File: config.mk
export PLATFORM = sky130hd
export DESIGN_NAME = two_wire_register_slave
export DESIGN_NICKNAME = d
export VERILOG_FILES = /design/src/core/reg_store.v /design/src/core/two_wire_register_slave.v
export VERILOG_INCLUDE_DIRS = /design/src /design/src/core
export SDC_FILE = /design/constraint.sdc
export NUM_CORES = 2
export LEC_CHECK = 0
export BUFFER_PORTS_ARGS = -buffer_cell sky130_fd_sc_hd__buf_2
export CELL_PAD_IN_SITES_DETAIL_PLACEMENT = 1
export CELL_PAD_IN_SITES_GLOBAL_PLACEMENT = 1
export CORE_ASPECT_RATIO = 2
export CORE_UTILIZATION = 26
export DETAILED_ROUTE_END_ITERATION = 8
export GPL_TIMING_DRIVEN = 0
export PLACE_DENSITY_LB_ADDON = 0.1
export SYNTH_ARGS = -nofsm -noshare
export SYNTH_HDL_FRONTEND = slang
export SYNTH_SLANG_ARGS = --single-unit
File: constraint.sdc
create_clock -name mclk -period 5.79 [get_ports mclk]
set_input_delay 0 -clock mclk [delete_from_list [all_inputs] [get_ports mclk]]
set_output_delay 0 -clock mclk [all_outputs]
set_load 0.02 [all_outputs]
File: src/core/two_wire_defs.vh
`ifndef TWO_WIRE_DEFS_VH
`define TWO_WIRE_DEFS_VH

// ****************************************
// Slave addresses and byte framing
// ****************************************
`define SLAVE_ADDR_DEFAULT 8'h90
`define SLAVE_ADDR_ALT     8'hBA
`define DIR_READ           1'b1
`define BITS_PER_BYTE      4'h8
`define BIT_COUNT_ZERO     4'h0
`define BIT_COUNT_ONE      4'h1

// ****************************************
// Register store geometry
// ****************************************
`define REG_INDEX_BITS     8
`define REG_DEPTH          256
`define REG_DATA_BITS      16
`define REG_ADDR_STEP      16'h0001

// ****************************************
// Message byte positions within a write
// ****************************************
`define MSG_ADDR_HI        2'h0
`define MSG_ADDR_LO        2'h1
`define MSG_DATA_HI        2'h2
`define MSG_DATA_LO        2'h3

`endif

File: src/core/reg_store.v
`timescale 1ns/1ps
`include "two_wire_defs.vh"

module reg_store
(
   input  wire                          mclk,
   input  wire                          we,
   input  wire [`REG_INDEX_BITS-1:0]    waddr,
   input  wire [`REG_DATA_BITS-1:0]     wdata,
   input  wire [`REG_INDEX_BITS-1:0]    raddr,
   output reg  [`REG_DATA_BITS-1:0]     rdata
);

   // ****************************************
   // Storage
   // ****************************************
   // No reset on the array; contents are undefined until first written.
   reg [`REG_DATA_BITS-1:0] mem [0:`REG_DEPTH-1];

   always @(posedge mclk)
   begin
      if (we)
      begin
         mem[waddr] <= wdata;
      end
      rdata <= mem[raddr];
   end

endmodule

File: src/core/two_wire_register_slave.v
`timescale 1ns/1ps
`include "two_wire_defs.vh"

// Functional notes
// - Address 0x90 when select low, 0xBA high.
// - Write address even, read address plus one.
// - First byte: bits 7-1 address, bit 0 direction.
// - Bus idle when clock and data high.
// - Slave only detects start and stop.
// - Start begins decoding, stop returns idle.
// - Start: data falls while clock high.
// - Repeated start restarts address decoding.
// - Stop: data rises while clock high.
// - Eight bits per byte, MSB first.
// - One bit per clock, change while low.
// - Receiver pulls data low to acknowledge.
// - Transmit role decides who releases during acknowledge.
// - Master no-acknowledge ends read, slave releases.
// - Message bytes: register address, data.
// - Write: address high, low, data high, low.
// - Random read via repeated start read.
// - Plain read uses last written address.
// - Acknowledged bytes continue sequential transfer.

module two_wire_register_slave
(
   input  wire                          mclk,
   input  wire                          rst,
   input  wire                          serial_clock_line,
   input  wire                          serial_data_in,
   output wire                          serial_data_out,
   output wire                          serial_data_oe,
   input  wire                          address_select_pin,
   output reg                           reg_write,
   output reg  [15:0]                   reg_write_addr,
   output reg  [15:0]                   reg_write_data,
   output reg                           bus_busy
);

   // ****************************************
   // States
   // ****************************************
   localparam [2:0] S_IDLE   = 3'h0;
   localparam [2:0] S_RX     = 3'h1;
   localparam [2:0] S_ACK    = 3'h2;
   localparam [2:0] S_TX     = 3'h3;
   localparam [2:0] S_MACK   = 3'h4;
   localparam [2:0] S_TXLOAD = 3'h5;

   // ****************************************
   // Pin synchronisers
   // ****************************************
   // Three stages each; a level is taken once stages two and three agree,
   // which also rejects single-sample glitches on the slow bus lines.
   reg  [2:0]  scl_sync;
   reg  [2:0]  sda_sync;
   reg  [2:0]  sel_sync;
   reg         scl_f;
   reg         sda_f;
   reg         sel_f;
   reg         scl_d;
   reg         sda_d;

   always @(posedge mclk)
   begin
      if (rst)
      begin
         scl_sync <= 3'h7;
         sda_sync <= 3'h7;
         sel_sync <= 3'h0;
         scl_f    <= 1'b1;
         sda_f    <= 1'b1;
         sel_f    <= 1'b0;
         scl_d    <= 1'b1;
         sda_d    <= 1'b1;
      end
      else
      begin
         scl_sync <= {scl_sync[1:0], serial_clock_line};
         sda_sync <= {sda_sync[1:0], serial_data_in};
         sel_sync <= {sel_sync[1:0], address_select_pin};
         scl_f    <= (scl_sync[1] == scl_sync[2]) ? scl_sync[2] : scl_f;
         sda_f    <= (sda_sync[1] == sda_sync[2]) ? sda_sync[2] : sda_f;
         sel_f    <= (sel_sync[1] == sel_sync[2]) ? sel_sync[2] : sel_f;
         scl_d <= scl_f;
         sda_d <= sda_f;
      end
   end

   wire scl_rise   = scl_f & ~scl_d;
   wire scl_fall   = ~scl_f & scl_d;
   wire start_det  = scl_f & scl_d & sda_d & ~sda_f;
   wire stop_det   = scl_f & scl_d & ~sda_d & sda_f;

   // ****************************************
   // Address decode
   // ****************************************
   function addr_match;
      input [7:0] rx_byte;
      input       sel;
      reg   [7:0] base;
      begin
         base = sel ? `SLAVE_ADDR_ALT : `SLAVE_ADDR_DEFAULT;
         addr_match = (rx_byte[7:1] == base[7:1]);
      end
   endfunction

   // ****************************************
   // Transaction engine
   // ****************************************
   reg  [2:0]  state;
   reg  [7:0]  rx_shift;
   reg  [7:0]  tx_shift;
   reg  [3:0]  bit_cnt;
   reg         is_addr;
   reg         rw;
   reg  [1:0]  msg_pos;
   reg  [7:0]  data_hi;
   reg  [15:0] reg_addr;
   reg         tx_lo;
   reg         sda_drive;

   wire [15:0] rd_data;
   wire [7:0]  tx_byte = tx_lo ? rd_data[7:0] : rd_data[15:8];

   assign serial_data_out = 1'b0;
   assign serial_data_oe  = sda_drive;

   always @(posedge mclk)
   begin
      if (rst)
      begin
         state          <= S_IDLE;
         rx_shift       <= 8'h00;
         tx_shift       <= 8'h00;
         bit_cnt        <= `BIT_COUNT_ZERO;
         is_addr        <= 1'b0;
         rw             <= 1'b0;
         msg_pos        <= `MSG_ADDR_HI;
         data_hi        <= 8'h00;
         reg_addr       <= 16'h0000;
         tx_lo          <= 1'b0;
         sda_drive      <= 1'b0;
         reg_write      <= 1'b0;
         reg_write_addr <= 16'h0000;
         reg_write_data <= 16'h0000;
         bus_busy       <= 1'b0;
      end
      else
      begin
         reg_write <= 1'b0;
         if (start_det)
         begin
            state     <= S_RX;
            is_addr   <= 1'b1;
            bit_cnt   <= `BIT_COUNT_ZERO;
            sda_drive <= 1'b0;
            bus_busy  <= 1'b1;
         end
         else if (stop_det)
         begin
            state     <= S_IDLE;
            sda_drive <= 1'b0;
            bus_busy  <= 1'b0;
         end
         else
         begin
            bus_busy <= bus_busy & ~(scl_f & sda_f & (state == S_IDLE));
            case (state)
               S_RX:
               begin
                  if (scl_rise && bit_cnt != `BITS_PER_BYTE)
                  begin
                     rx_shift <= {rx_shift[6:0], sda_f};
                     bit_cnt  <= bit_cnt + `BIT_COUNT_ONE;
                  end
                  else if (scl_fall && bit_cnt == `BITS_PER_BYTE)
                  begin
                     bit_cnt <= `BIT_COUNT_ZERO;
                     if (is_addr)
                     begin
                        is_addr <= 1'b0;
                        state   <= S_IDLE;
                        if (addr_match(rx_shift, sel_f))
                        begin
                           sda_drive <= 1'b1;
                           rw        <= (rx_shift[0] == `DIR_READ);
                           msg_pos   <= `MSG_ADDR_HI;
                           tx_lo     <= 1'b0;
                           state     <= S_ACK;
                        end
                     end
                     else
                     begin
                        sda_drive <= 1'b1;
                        state     <= S_ACK;
                        msg_pos   <= msg_pos + 2'h1;
                        case (msg_pos)
                           `MSG_ADDR_HI: reg_addr[15:8] <= rx_shift;
                           `MSG_ADDR_LO: reg_addr[7:0]  <= rx_shift;
                           `MSG_DATA_HI: data_hi        <= rx_shift;
                           default:
                           begin
                              reg_write      <= 1'b1;
                              reg_write_addr <= reg_addr;
                              reg_write_data <= {data_hi, rx_shift};
                              reg_addr       <= reg_addr + `REG_ADDR_STEP;
                              msg_pos        <= `MSG_DATA_HI;
                           end
                        endcase
                     end
                  end
               end
               S_ACK, S_TXLOAD:
               begin
                  if (scl_fall)
                  begin
                     if (rw)
                     begin
                        sda_drive <= ~tx_byte[7];
                        tx_shift  <= {tx_byte[6:0], 1'b0};
                        bit_cnt   <= `BIT_COUNT_ONE;
                        state     <= S_TX;
                     end
                     else
                     begin
                        sda_drive <= 1'b0;
                        bit_cnt   <= `BIT_COUNT_ZERO;
                        state     <= S_RX;
                     end
                  end
               end
               S_TX:
               begin
                  if (scl_fall)
                  begin
                     if (bit_cnt != `BITS_PER_BYTE)
                     begin
                        sda_drive <= ~tx_shift[7];
                        tx_shift  <= {tx_shift[6:0], 1'b0};
                        bit_cnt   <= bit_cnt + `BIT_COUNT_ONE;
                     end
                     else
                     begin
                        sda_drive <= 1'b0;
                        state     <= S_MACK;
                     end
                  end
               end
               S_MACK:
               begin
                  if (scl_rise)
                  begin
                     if (sda_f)
                     begin
                        state <= S_IDLE;
                     end
                     else
                     begin
                        // After a low byte the address moves now so the store has the new word well before the next fall.
                        tx_lo <= ~tx_lo;
                        if (tx_lo)
                        begin
                           reg_addr <= reg_addr + `REG_ADDR_STEP;
                        end
                        state <= S_TXLOAD;
                     end
                  end
               end
               default:
               begin
                  state     <= S_IDLE;
                  sda_drive <= 1'b0;
               end
            endcase
         end
      end
   end

   // ****************************************
   // Register store
   // ****************************************
   reg_store u_store
   (
      .mclk  (mclk),
      .we    (reg_write),
      .waddr (reg_write_addr[`REG_INDEX_BITS-1:0]),
      .wdata (reg_write_data),
      .raddr (reg_addr[`REG_INDEX_BITS-1:0]),
      .rdata (rd_data)
   );

endmodule

=== Word-level counts from Yosys, hierarchy flattened ===
Memories as Yosys holds them, arrays and structs flattened. A register that Yosys moved wholly into a read port is not among the register bits.
Index checks and enable logic that the tools add are counted.

* Bits in registers: 101
* Bits in writable memories: 4096
* Bits of input ports: 5
* Output and inout bits: 36
* Word-level logic and storage cells: 189
* Memories kept: 1

{| class="wikitable"
|+ Memories
! name !! depth !! bits a word !! rd ports !! clocked after memory_dff !! wr ports !! RTL line !! text
|-
| u_store.mem || 256 || 16 || 1 || 1 || 1 || reg_store.v:18 || <nowiki>reg [`REG_DATA_BITS-1:0] mem [0:`REG_DEPTH-1];</nowiki>
|}

* $add $sub $neg: 3
* Equal/unequal tests: 39
* Multiplexer cells: 65
* Bitwise gates (word level): 26
* Reduce and logical (&&, ||, !) cells: 30

{| class="wikitable"
|+ Operators by type and width
! operator !! count
|-
| $mux W16 || 6
|-
| $pmux W8 S2 || 3
|-
| $mux W8 || 5
|-
| $ne A2 B2 Y1 const B || 17
|-
| $pmux W16 S2 || 1
|-
| $reduce_and A6 Y1 || 5
|-
| $ne A4 B4 Y1 const B || 7
|-
| $reduce_and A7 Y1 || 4
|-
| $mux W1 || 27
|-
| $mux W3 || 8
|-
| $mux W4 || 5
|-
| $reduce_and A10 Y1 || 2
|-
| $add A16 B1 Y16 const B || 1
|-
| $not A1 Y1 || 16
|-
| $pmux W3 S4 || 1
|-
| $pmux W4 S3 || 1
|-
| $and A1 B1 Y1 || 10
|-
| $mux W2 || 5
|-
| $reduce_and A9 Y1 || 1
|-
| $reduce_and A4 Y1 || 2
|-
| $reduce_bool A2 Y1 || 4
|-
| $reduce_or A2 Y1 || 4
|-
| $eq A7 B7 Y1 || 1
|-
| $reduce_or A7 Y1 || 1
|-
| other kinds (19) || 26
|}

=== Logic depth before layout (Yosys ltp) ===
* Word-level depth: 9
* Depth in mapped cells: 14

=== By module ===
Synthesis repeated with hierarchy kept, for this count alone.

* Cell total of the unflattened synthesis: 7891
* Area, all modules: 163436.7 µm²

{| class="wikitable"
|+ By module, submodules not included
! module !! instances !! cells each !! area each (µm²)
|-
| reg_store || 1 || 7360 || 158714.7
|-
| two_wire_register_slave || 1 || 531 || 4722.0
|}

=== Least setup slack after synthesis ===
No wires, ideal clock.

* Kind: reg-to-reg
* Start: register reg_write_data[0]
* End: memory u_store.mem[0][0] (netlist bit), data pin
* Setup time: 0.883 ns
* Data arrival time: 3.526 ns
* Required time: 4.907 ns
* Slack: 1.382 ns
* Stages on the path, launching flop included: 1
* Buffers on the path: 0
* Path through: dfxtp_1

{| class="wikitable"
|+ RTL lines
! item !! RTL line !! text
|-
| from (decl) || two_wire_register_slave.v:36 || <nowiki>output reg [15:0] reg_write_data,</nowiki>
|-
| from (signal assigned) || two_wire_register_slave.v:206 || <nowiki>reg_write_data <= {data_hi, rx_shift};</nowiki>
|-
| to (decl) || reg_store.v:18 ||
|}

No word-level cell before the write port.

==> metrics.md <==
| Metric | Value |
|---|---|
| Final worst slack | `-0.309 ns` |
| Multi-input logic area | `36800 um^2` |
| Fill count | `61992` |
| Cell area after synthesis | `163000 um^2` |
| Rows | `410` |
| WL per Instance | `60.1 um` |
| Via density | `5.58` |
| Hold Vio Cnt, Final | `0` |
| I/O Buffers | `39` |
| Clk_lat worst skew | `1.02 ns` |
| Final Non-Filler Cells | `17261` |
| Tot Pwr | `61.0 mW` |
| Min cycle time layout | `6.10 ns` |
| Antenna violations before repair | `202` |
| Cells after Synth | `7629` |
| Num CTS Buffers | `398` |
| Die width | `562 um` |
| Layout cells sized above 1 | `0.307` |
| Setup TNS | `-2.68 ns` |
| Drc violations | `0` |
| Pwr per Cell Area | `308 nW/um^2` |
| Max FO, Critical Path | `10` |
| Flops & latches, synth | `4212` |
| Worst Hold Slack | `0.214 ns` |
| Starting Density | `0.261` |
| # Max-Cap Violations | `10` |
| Largest net degree at the start of global routing | `83` |
| First-pass GRT wire length | `1250000 um` |
| Rel. slew slack | `-0.0720` |
| GRT Overall Usage | `0.325` |
| Detailed Routing Iterations Pass 1 | `8` |
| Worst VDD drop | `0.000294 V` |
| Clk Tree Root Cell | `clkbuf_16` |
| Post-synth EDFFs | `4096` |
| Count of final setup violators | `15` |
| Worst clock skew | `0.0728 ns` |
| CTS tree | `yes` |
| Synth async-reset ratio | `0` |
| Highest clock rate | `164 MHz` |
| Critical setup path kind | `reg -> reg` |
| Status | `finished with violations` |
| Post-DRT Antenna Nets | `0` |
| Worst endpoint required time | `6.70 ns` |
| GR Overflow Total | `0` |
| HP Class | `in -> reg` |
| Via count | `96329` |
| H-tree depth | `5` |
| CP arrival | `7.01 ns` |
| Area of the core | `624000 um^2` |
| Final HPWL DP | `752000 um` |
| Gpl congestion | `1.03` |
| Clock Path Buffers | `4` |
| Syn_nets | `7641` |
| Routed WL | `1040000 um` |
| Die H | `1120 um` |
| Placed instance count | `16268` |
| Main synth FF type | `edfxtp_1` |
| Synth Warn # | `0` |
| Final slew viol count | `73` |
| Ports | `41` |
| Syn Area/Cell | `21.4 um^2` |
| Worst slew pin tran | `1.61 ns` |
| Cell variety after synth | `74` |
| Vias in the first global route | `93334` |
| Startpoint Class | `register` |
| Nets | `8451` |
| Failing checks | `capacitance limit, slew limit, setup timing` |
| Die footprint | `630000 um^2` |
| Register area share after synthesis | `0.769` |
| Crit share post-route | `1.05` |
| Leakage dissipation | `59.6 nW` |
| Worst-path clk slew | `0.08 ns` |
| Crit end category | `register` |
| Area Growth Syn to Fin | `21.4%` |
| CTS Sinks | `4212` |
| FF+latch area | `125000 um^2` |
| Iter 0 DRT Violations | `14262` |
[logic make-up (layout without fill, tap and decap cells)]
| kind of cell | Yosys count | in the layout | synth area share |
|---|---|---|---|
| simple gates | 821 | 821 | 0.0215 |
| other cells | 1 | 255 | 0.0000230 |
| xor+xnor | 1 | 1 | 0.0000538 |
| mux | 1360 | 1360 | 0.161 |
| compound gates | 746 | 746 | 0.0300 |
| buf+inv | 481 | 1619 | 0.0182 |
| flops | 4212 | 4212 | 0.769 |
| fa+ha+maj | 7 | 7 | 0.000538 |
[metrics by stage]
step | setup slack, ns | area, um^2 | util
after floorplan | 1.38 | 163000 | -
final | -0.309 | 198000 | 0.317
after CTS | 0.0000462 | 197000 | 0.316
after global routing | -0.0341 | 198000 | 0.317
after detailed placement | -2.51 | 183000 | 0.294
after global placement | -4.87 | 173000 | 0.278
[final timing paths]
path / cells after the start / endpoint / start / slack (ns)
worst min-delay path: 4 / serial_data_oe / rst / 0.21
worst max-delay path: 12 / u_store.rdata[7] / reg_addr[1] / -0.31
worst max register to register: 12 / u_store.rdata[7] / reg_addr[1] / -0.31
worst min register to register: 1 / scl_sync[1] / scl_sync[0] / 0.42
[layer usage]
layer	part of all wire	wire, um	GRT usage
met2	0.50	516000	0.550
met3	0.062	64000	0.0535
met4	0.12	125000	0.342
met1	0.32	333000	0.331
met5	0.00011	112	0
[flip-flops by register name, indices dropped and copies added (netlist names), 7 cells and up]
register	count
rx_shift	8
u_store.rdata	16
data_hi	8
reg_addr	16
tx_shift	7
reg_write_data	16
reg_write_addr	16
u_store.mem	4096
[cells in the final DEF, fill, tap and decap left out, drive strengths merged, types with 20 or more instances in the layout]
master | Yosys | layout
diode | 0 | 254
o21ai | 118 | 118
mux4 | 996 | 996
clkbuf | 180 | 663
a211oi | 39 | 39
nor3 | 28 | 28
clkinv | 1 | 167
o22ai | 50 | 50
buf | 285 | 687
inv | 15 | 25
nand4 | 20 | 20
bufinv | 0 | 52
dfxtp | 116 | 116
a221oi | 85 | 85
a22oi | 55 | 55
a21oi | 249 | 249
mux2i | 355 | 355
nand3 | 57 | 57
edfxtp | 4096 | 4096
nor2 | 364 | 364
nand2 | 256 | 256
o221ai | 33 | 33
nor2b | 22 | 22
[critical path, stage by stage (launching register included)]
cell and delay (ns):
dfxtp_1 0.57, buf_2 0.51, buf_4 0.55, buf_4 0.56, buf_6 0.60, buf_4 0.74
mux4_2 0.38, a21oi_1 0.09, o21ai_2 0.52, nor4bb_1 0.84, a31oi_4 0.12, o31ai_2 0.11
buf_6 0.22
[area by class of cell]
type,count,area share
antenna,254,0.00321
buffer,465,0.0176
clock buffer,483,0.0529
clock inverter,245,0.0137
inverter,16,0.000316
multi-input combinational,2936,0.186
sequential,4212,0.634
tap,8240,0.0521
timing repair buffer,410,0.0403
[timing repair]
item	in CTS	in global routing
pin swaps	2	0
setup endpoints to repair	21	3
buffers inserted	3	0
hold endpoints to repair	20	0
hold buffers	8	0
resized for setup	173	3
[where the power goes]
part / switching (mW) / total, mW / internal [mW]
Clock: 12.8 / 28.0 / 15.2
Combinational: 0.0259 / 0.0353 / 0.00934
Sequential: 0.00131 / 32.9 / 32.9
[cells in the mapped netlist, drive strengths merged, types with 4 or more instances]
| library cell | number | area (um^2) |
|---|---|---|
| edfxtp | 4096 | 123000 |
| mux4 | 996 | 22500 |
| nor2 | 364 | 1370 |
| mux2i | 355 | 3550 |
| buf | 285 | 2220 |
| nand2 | 256 | 961 |
| a21oi | 249 | 1250 |
| clkbuf | 180 | 677 |
| o21ai | 118 | 591 |
| dfxtp | 116 | 2320 |
| a221oi | 85 | 757 |
| nand3 | 57 | 290 |
| a22oi | 55 | 413 |
| o22ai | 50 | 313 |
| a211oi | 39 | 298 |
| o221ai | 33 | 289 |
| nor3 | 28 | 140 |
| nor2b | 22 | 138 |
| nand4 | 20 | 125 |
| and2 | 17 | 106 |
| a31oi | 15 | 93.8 |
| inv | 15 | 56.3 |
| nand2b | 12 | 75.1 |
| o211ai | 12 | 90.1 |
| or2 | 11 | 68.8 |
| a21o | 9 | 67.6 |
| mux2 | 9 | 101 |
| a2111oi | 8 | 76.3 |
| a211o | 8 | 70.1 |
| a22o | 8 | 70.1 |
| and3 | 8 | 50.1 |
| o31ai | 8 | 60.1 |
| or4 | 8 | 60.1 |
| ha | 7 | 87.6 |
| a222oi | 6 | 60.1 |
| o21bai | 6 | 45.0 |
| or3 | 6 | 37.5 |
| a311oi | 5 | 43.8 |
| nor4 | 5 | 31.3 |
| o2111ai | 4 | 35.0 |
No activity file was read; power rests on OpenSTA's default activity.
